$ cat config.mk
export PLATFORM = sky130hd
export DESIGN_NAME = sipo_latch_top
export DESIGN_NICKNAME = d
export VERILOG_FILES = /design/src/hdl/sipo_pkg.sv /design/src/hdl/sipo_chain_if.sv /design/src/hdl/sipo_pin_sync.sv /design/src/hdl/sipo_shift_chain.sv /design/src/hdl/sipo_latch_top.sv
export SDC_FILE = /design/constraint.sdc
export NUM_CORES = 1
export LEC_CHECK = 0
export BUFFER_PORTS_ARGS = -buffer_cell sky130_fd_sc_hd__buf_2
export CAP_MARGIN = 40
export CORE_MARGIN = 4
export CORE_UTILIZATION = 40
export CTS_CLUSTER_DIAMETER = 80
export DETAILED_ROUTE_END_ITERATION = 10
export GPL_TIMING_DRIVEN = 1
export HOLD_SLACK_MARGIN = 0.12
export SYNTH_ARGS = -nofsm -noshare
export SYNTH_HDL_FRONTEND = slang
export SYNTH_SLANG_ARGS = --single-unit
$ cat constraint.sdc
create_clock -name sys_clk -period 2.3 [get_ports sys_clk]
set_input_delay 0.345 -clock sys_clk [delete_from_list [all_inputs] [get_ports sys_clk]]
set_output_delay 0.345 -clock sys_clk [all_outputs]
set_load 0.05 [all_outputs]
$ cat src/hdl/sipo_pkg.sv
// Purpose: Shared constants of the serial-in, parallel-out latch.
// Assumes: One system clock; every pin is sampled by it.
// Notes:   Pin positions index the vector handed to the synchroniser.
package sipo_pkg;

   // Data path width: eight shift stages, eight holding bits
   localparam int SIPO_WIDTH = 8;

   // Reset contents of the shift chain and of the holding register
   localparam logic [SIPO_WIDTH-1:0] SIPO_CHAIN_RST = 8'h00;
   localparam logic [SIPO_WIDTH-1:0] SIPO_HOLD_RST  = 8'h00;

   // Positions of the pins in the synchronised pin vector
   localparam int SIPO_PIN_SER   = 0;
   localparam int SIPO_PIN_SCLK  = 1;
   localparam int SIPO_PIN_CLR   = 2;
   localparam int SIPO_PIN_STCLK = 3;
   localparam int SIPO_PIN_OE    = 4;
   localparam int SIPO_PIN_COUNT = 5;

   // Synchroniser reset value: clear and output enable idle high
   localparam logic [SIPO_PIN_COUNT-1:0] SIPO_PIN_RST = 5'h14;

   // Cycles after reset before clock edges are believed
   localparam logic [1:0] SIPO_WARM_CYCLES = 2'h3;

endpackage

$ cat src/hdl/sipo_chain_if.sv
// Purpose: Carries control and contents between top and shift chain.
// Assumes: All signals live on sys_clk.
// Notes:   shift_pulse is a one-cycle enable taken from a pin edge.
`timescale 1ns/1ps
interface sipo_chain_if
   import sipo_pkg::*;
   ();
   logic                  clear_n;     // Level, low empties the chain
   logic                  shift_pulse; // One-cycle shift enable
   logic                  serial_bit;  // Bit entering stage zero
   logic [SIPO_WIDTH-1:0] stages;      // Stage zero in bit zero

   // Control side, held by the top module
   modport ctrl
   (
      output clear_n,
      output shift_pulse,
      output serial_bit,
      input  stages
   );

   // Storage side, held by the chain
   modport chain
   (
      input  clear_n,
      input  shift_pulse,
      input  serial_bit,
      output stages
   );
endinterface

$ cat src/hdl/sipo_pin_sync.sv
// Purpose: Two-flop synchroniser for every pin of the latch.
// Assumes: Pins are asynchronous to sys_clk.
// Notes:   The first flop of each bit feeds only the second.
`timescale 1ns/1ps
module sipo_pin_sync
   import sipo_pkg::*;
(
   input  wire logic                      sys_clk,
   input  wire logic                      reset,
   input  wire logic [SIPO_PIN_COUNT-1:0] pin_raw,
   output logic      [SIPO_PIN_COUNT-1:0] pin_sync
);

   // One identical pair of flops per pin
   genvar i;
   generate
      for (i = 0; i < SIPO_PIN_COUNT; i++)
      begin : g_bit
         logic meta_r;   // May be metastable
         logic meta_nxt;
         logic safe_r;   // Settled copy
         logic safe_nxt;

         // Next values; reset loads the idle pin level
         always_comb
         begin
            meta_nxt = reset ? SIPO_PIN_RST[i] : pin_raw[i];
            safe_nxt = reset ? SIPO_PIN_RST[i] : meta_r;
         end

         // Register only
         always_ff @(posedge sys_clk)
         begin
            meta_r <= meta_nxt;
            safe_r <= safe_nxt;
         end

         assign pin_sync[i] = safe_r;
      end
   endgenerate

endmodule

$ cat src/hdl/sipo_shift_chain.sv
// Purpose: Eight-stage serial-in shift chain with overriding clear.
// Assumes: shift_pulse lasts one cycle per shift clock rise.
// Notes:   Clear wins over a shift arriving in the same cycle.
`timescale 1ns/1ps
module sipo_shift_chain
   import sipo_pkg::*;
(
   input wire logic sys_clk,
   input wire logic reset,
   sipo_chain_if.chain ch
);

   logic [SIPO_WIDTH-1:0] stages_r;   // Shift stages
   logic [SIPO_WIDTH-1:0] stages_nxt;

   // Next chain contents
   always_comb
   begin
      if (reset)
         stages_nxt = SIPO_CHAIN_RST;
      else if (!ch.clear_n)
         // Clear overrides any shift
         stages_nxt = SIPO_CHAIN_RST;
      else if (ch.shift_pulse)
         // Stage zero takes the pin, the rest move one up
         stages_nxt = {stages_r[SIPO_WIDTH-2:0], ch.serial_bit};
      else
         stages_nxt = stages_r;
   end

   // Register only
   always_ff @(posedge sys_clk)
   begin
      stages_r <= stages_nxt;
   end

   assign ch.stages = stages_r;

endmodule

$ cat src/hdl/sipo_latch_top.sv
// Purpose: Serial-in, parallel-out latch with three-state outputs.
// Assumes: Host drives all pins asynchronously to sys_clk.
// Notes:   Pin clocks are sampled; edges become one-cycle enables.
`timescale 1ns/1ps
module sipo_latch_top
   import sipo_pkg::*;
(
   input  wire logic                  sys_clk,
   input  wire logic                  reset,
   input  wire logic                  serial_data_in,
   input  wire logic                  shift_clock,
   input  wire logic                  shift_clear_n,
   input  wire logic                  storage_clock,
   input  wire logic                  output_enable_n,
   output logic      [SIPO_WIDTH-1:0] parallel_out,
   output logic      [SIPO_WIDTH-1:0] parallel_out_oe,
   output logic                       cascade_serial_out
);

   // Raw and synchronised pins
   logic [SIPO_PIN_COUNT-1:0] pin_raw;
   logic [SIPO_PIN_COUNT-1:0] pin_sync;

   // Named views of the settled pins
   logic ser_s;    // Serial data
   logic sclk_s;   // Shift clock level
   logic clr_n_s;  // Clear, active low
   logic stclk_s;  // Holding clock level
   logic oe_n_s;   // Output enable, active low

   // Previous clock levels for edge finding
   logic sclk_prev_r;
   logic sclk_prev_nxt;
   logic stclk_prev_r;
   logic stclk_prev_nxt;

   // Warm-up counter after reset
   logic [1:0] warm_r;
   logic [1:0] warm_nxt;
   logic       armed;

   // One-cycle enables from the pin clocks
   logic shift_pulse;
   logic store_pulse;

   // Holding register and output enable state
   logic [SIPO_WIDTH-1:0] hold_r;
   logic [SIPO_WIDTH-1:0] hold_nxt;
   logic [SIPO_WIDTH-1:0] oe_r;
   logic [SIPO_WIDTH-1:0] oe_nxt;

   // Link between top and shift chain
   sipo_chain_if ch ();

   // A rising edge counts only once the synchronisers hold real pin
   // levels; this stops a clock parked high at reset from shifting.
   function automatic logic edge_rise
   (
      input logic cur,
      input logic prev,
      input logic arm
   );
      edge_rise = arm & cur & ~prev;
   endfunction

   // Gather pins into one vector for the synchroniser
   assign pin_raw[SIPO_PIN_SER]   = serial_data_in;
   assign pin_raw[SIPO_PIN_SCLK]  = shift_clock;
   assign pin_raw[SIPO_PIN_CLR]   = shift_clear_n;
   assign pin_raw[SIPO_PIN_STCLK] = storage_clock;
   assign pin_raw[SIPO_PIN_OE]    = output_enable_n;

   // Data and clock share the same depth, so the data sampled with
   // an edge is the level the host set up before that edge.
   sipo_pin_sync u_sync
   (
      .sys_clk  (sys_clk),
      .reset    (reset),
      .pin_raw  (pin_raw),
      .pin_sync (pin_sync)
   );

   assign ser_s   = pin_sync[SIPO_PIN_SER];
   assign sclk_s  = pin_sync[SIPO_PIN_SCLK];
   assign clr_n_s = pin_sync[SIPO_PIN_CLR];
   assign stclk_s = pin_sync[SIPO_PIN_STCLK];
   assign oe_n_s  = pin_sync[SIPO_PIN_OE];

   // Next values of warm-up and edge history
   always_comb
   begin
      if (reset)
      begin
         warm_nxt       = 2'h0;
         sclk_prev_nxt  = 1'b0;
         stclk_prev_nxt = 1'b0;
      end
      else
      begin
         // Count up and stop at the limit
         warm_nxt       = armed ? warm_r : warm_r + 2'h1;
         sclk_prev_nxt  = sclk_s;
         stclk_prev_nxt = stclk_s;
      end
   end

   // Register only
   always_ff @(posedge sys_clk)
   begin
      warm_r       <= warm_nxt;
      sclk_prev_r  <= sclk_prev_nxt;
      stclk_prev_r <= stclk_prev_nxt;
   end

   assign armed = (warm_r == SIPO_WARM_CYCLES);

   // Pin clocks must stay high and low for about two system cycles
   // each, or the edge finder can miss a pulse.
   // Each clock has its own edge finder; falling edges do nothing
   assign shift_pulse = edge_rise(sclk_s, sclk_prev_r, armed);
   assign store_pulse = edge_rise(stclk_s, stclk_prev_r, armed);

   // Drive the chain; clear is a level, not gated by any clock
   // Clear acts on the settled level, so it lands two to three
   // cycles after the pin falls; a shorter low pulse may be missed.
   assign ch.clear_n     = clr_n_s;
   assign ch.shift_pulse = shift_pulse;
   assign ch.serial_bit  = ser_s;

   // The eight shift stages
   sipo_shift_chain u_chain
   (
      .sys_clk (sys_clk),
      .reset   (reset),
      .ch      (ch.chain)
   );

   // Next holding register and output enable
   always_comb
   begin
      hold_nxt = hold_r;
      oe_nxt   = oe_r;
      if (reset)
      begin
         hold_nxt = SIPO_HOLD_RST;
         oe_nxt   = {SIPO_WIDTH{1'b0}};
      end
      else
      begin
         // Copy reads the chain before this cycle's shift lands, so
         // tied clocks leave the chain one pulse ahead. Clear is
         // not looked at here: only a holding edge changes it.
         if (store_pulse)
            hold_nxt = ch.stages;
         // Enable low drives all eight pins, high floats them
         oe_nxt = {SIPO_WIDTH{~oe_n_s}};
      end
   end

   // Register only
   always_ff @(posedge sys_clk)
   begin
      hold_r <= hold_nxt;
      oe_r   <= oe_nxt;
   end

   // Outputs come straight from flops
   assign parallel_out       = hold_r;
   assign parallel_out_oe    = oe_r;
   // Last stage, not gated by the output enable
   assign cascade_serial_out = ch.stages[SIPO_WIDTH-1];
endmodule

After elaboration in Yosys (flattened, before gate mapping)
Index checks and enable logic that the tools add are counted.

cells by class
  $add $sub $neg = 1
  eq/ne operators = 1
  bitwise gates (word level) = 8
  reduce and logical (&&, ||, !) cells = 1

operators by type and width
  kind                                                            count
  1-bit AND                                                       4
  1-bit NOT                                                       4
  2-bit by 1-bit adder with 2-bit output (second input constant)  1
  2-bit equality test (second input constant)                     1
  2-bit OR reduction                                              1

word-level totals
  bits in registers = 31
  input port bits = 7
  output and inout bits = 17
  word-level logic and storage cells = 27

Longest topological paths before layout
  depth after elaboration = 3
  depth in mapped cells = 4
  gate-level depth less buffers = 3

By module
A second synthesis with hierarchy kept.

unflattened totals
  cell total of the unflattened synthesis = 110
  area total of the unflattened synthesis = 1176.1 sq um

by module, submodules not included
  module            times used  cells each  area an instance (sq um)  seq. area each (sq um)
  sipo_latch_top    1           58          583.1                     260.2
  sipo_pin_sync     1           25          300.3                     200.2
  sipo_shift_chain  1           27          292.8                     160.2

Worst setup path after synthesis
No wires, ideal clock.

  path type = flip-flop to output port
  start = reg, netlist name parallel_out_oe[0]
  end = out parallel_out_oe[1]
  data arrival time = 1.013 ns
  data required time = 1.955 ns
  slack = 0.942 ns
  stages on the path, launching flop included = 2
  path buffers = 1
  cells stage by stage = dfxtp_1 -> buf_4

RTL lines
  element           line                  RTL
  end: declaration  sipo_latch_top.sv:16  output logic [SIPO_WIDTH-1:0] parallel_out_oe,

No word-level cell between the ends.

Worst setup path after layout
  start = reg warm_r[0]
  end = reg hold_r[5] (netlist: parallel_out[5])

between the ends
  word-level cells in the longest chain between the ends = 3

RTL lines
  element                   line                   RTL
  start: declaration        sipo_latch_top.sv:38   logic [1:0] warm_r;
  start signal: assignment  sipo_latch_top.sv:110  warm_r <= warm_nxt;
  2-bit equality test       sipo_latch_top.sv:115  assign armed = (warm_r == SIPO_WARM_CYCLES);
  1-bit AND (2 in series)   sipo_latch_top.sv:63   edge_rise = arm & cur & ~prev;
  end signal: assignment    sipo_latch_top.sv:163  hold_r <= hold_nxt;
  end: declaration          sipo_latch_top.sv:47   logic [SIPO_WIDTH-1:0] hold_r;

No other way between the ends.
A chain may end at the register's enable or synchronous reset.

==> metrics.txt <==
status=completed; RSZ-0062 raised after global routing=false; Yosys top cell area share=0.527; WP data arrival=1680 ps; Net Sw Frac=0.237; CTS tree=yes; fin crit period=1420 ps; global-route wire length before repair=3060 µm; antenna violations before repair=0; Root Driver=clkbuf_4; cell depth of the worst min-delay path=2; die footprint=~3900 µm²; Post-DRT Antenna Nets=0; total chip power=about 0.92 mW; quantity of hold-fixing buffers added after cts=0; Port Buffer Count=23; fillers=between 200 and 300; placed wire-length estimate=1170 µm; Placed Area=1240 µm²; critical path type=flop to flop; Worst Setup Start Kind=flop; Synth Warn #=0; Yosys top cell by area=dfxtp_1; Chip Height=62.3 µm; combinational share of power=0.071; worst r2r path cells=3; RD Place Congestion=0.688; Clock transition at path regs=roughly 90 ps; WL/cell=11.7 µm; reg2reg start=warm_r[0]; final net count=130; Max H-tree Level=2; min-delay src=output_enable_n; delay-heaviest family, CP=simple AND/OR/NAND/NOR gates; Req. time, crit path=2550 ps; VDD IR max=~450 µV; FF+latch count, synth=31; NetSw=around 0.22 mW; final wirelength=about 1800 µm; Avg Vias per Cell=4.60; area grow syn2layout=9.24%; Netlist Area Pre-Place=1180 µm²; critical path, cell by cell=ha_1, and3b_1, mux2i_1; count of cell types in the netlist=15; DIE WIDTH=62.3 µm; initial DRC count=14; Starting Density=0.424; FMAX=703 MHz; I/O pin count=24; Top Metal Used=met4; row count=19; Critical-path top delay cell=and3b_1; post-CTS setup buffers=0; clock buffer depth=2; r2r endpoint=parallel_out[5]; gr usage total=0.102; post-route DRC violation count=0; CTS Buf Count=5; Synth Net Count=114; hold crit path type=input pin to flop; Leakage=0.521 nW; wire length on met2=794 µm; internal power=0.702 mW; diode count=0; Clock Power Share=0.318; crit-path max cell delay=a little over 500 ps; most common cell after layout, fill and taps aside=dfxtp_1; skew final=between 10 and 15 ps; syn avg cell area=11.1 µm²; DRT Pass-1 Iters=4; post-route cell area=approximately 1300 µm²; hold endpoint=u_sync.g_bit[4].meta_r; fraction of layout cells with a size suffix above 1=0.268; Pwr per Cell Area=715 nW/µm²; WL met1=about 830 µm; CP max FO=8; area taken by multi-input logic gates=463 µm²; final setup TNS=0 ps; sequential share of power=0.611; total core area=2780 µm²; nature of the critical path endpoint=flop; vias=708; Post-Synthesis Cells=106; routed wl met3=123 µm; slew margin rel.=0.653; CTS Sinks=31; Fin. Hold Viols=0; worst skew pair latency=330 ps; sequential area share after synthesis=0.527; max_cap viols=0; pin count of the biggest net entering global routing=between 40 and 50; fin crit share=0.618; CP Buf/Inv Count=0; most frequent cells in the layout=dfxtp_1 (31), buf_2 (23), mux2i_1 (17); Setup Slack @ Placement=864 ps; final setup vio count=0; Remaining Overflow, GRT=0; final worst slack=~880 ps; FF+latch area=621 µm²; Final Util=0.463; R2R setup slack=880 ps; synth top area cells=dfxtp_1 (53%), mux2i_1 (14%), nand2b_1 (8.5%), nand3b_1 (5.7%), buf_4 (4.5%); vias in the first global route=~670; Slew Limit Fails=0; cts repair resizes=0; Worst Tran Pin Value=520 ps
[flip-flops by register name, indices dropped and copies added, names as in the netlist]
signal / count
u_sync.g_bit.safe_r: 5
stclk_prev_r: 1
parallel_out_oe: 1
u_sync.g_bit.meta_r: 5
sclk_prev_r: 1
u_chain.ch.stages: 8
parallel_out: 8
warm_r: 2
[synth_stat cells (all sizes together)]
cell / number
dfxtp: 31
mux2i: 17
nand2b: 16
buf: 10
nand3b: 9
nor2b: 8
clkbuf: 4
or2: 4
nor2: 3
and3b: 2
ha: 1
xor2: 1
[worst max path at each step]
stage | startpoint | to | cells after the start
after floorplan | parallel_out_oe[0] | parallel_out_oe[1] | 1
after global placement | warm_r[0] | parallel_out[5] | 3
after detailed placement | warm_r[0] | parallel_out[5] | 3
after CTS | warm_r[0] | parallel_out[5] | 3
after global routing | warm_r[0] | parallel_out[2] | 3
final | warm_r[0] | parallel_out[5] | 3
[per-stage QoR]
step | hold slack, ps | std cells
2_1_floorplan | 368 | 106
3_3_place_gp | 369 | 146
3_5_place_dp | 377 | 146
4_1_cts | 185 | 154
5_1_grt | 183 | 154
6_report | 195 | 154
[metal layers]
metal  GRT usage  up-vias
met1       0.112      317
met3      0.0595        7
met4      0.0557        0
met2       0.153       15
met5           0        -
li1            -      369
[cell families after synthesis]
group	count (synthesis)	share of synthesized area
DFF	31	0.527
muxes	17	0.144
adders and majority gates	1	0.0106
xor gates and xnor gates	1	0.00743
buffers and inverters	14	0.0807
and+or+nand+nor	42	0.230
[area by class of cell]
class	instances	share of cell area
tap	31	0.0301
clock buffer	7	0.0350
sequential	31	0.482
multi-input combinational	61	0.360
timing repair buffer	23	0.0894
clock inverter	1	0.00389
[power by group through the flow]
stage | registers (mW) | logic, mW | clock network (mW)
2_1_floorplan | 0.574 | 0.0586 | 0
3_3_place_gp | 0.575 | 0.0657 | 0
3_5_place_dp | 0.575 | 0.0665 | 0
4_1_cts | 0.563 | 0.0668 | 0.304
5_1_grt | 0.565 | 0.0735 | 0.325
6_report | 0.562 | 0.0653 | 0.293
Power figures use the tool's default switching activity.
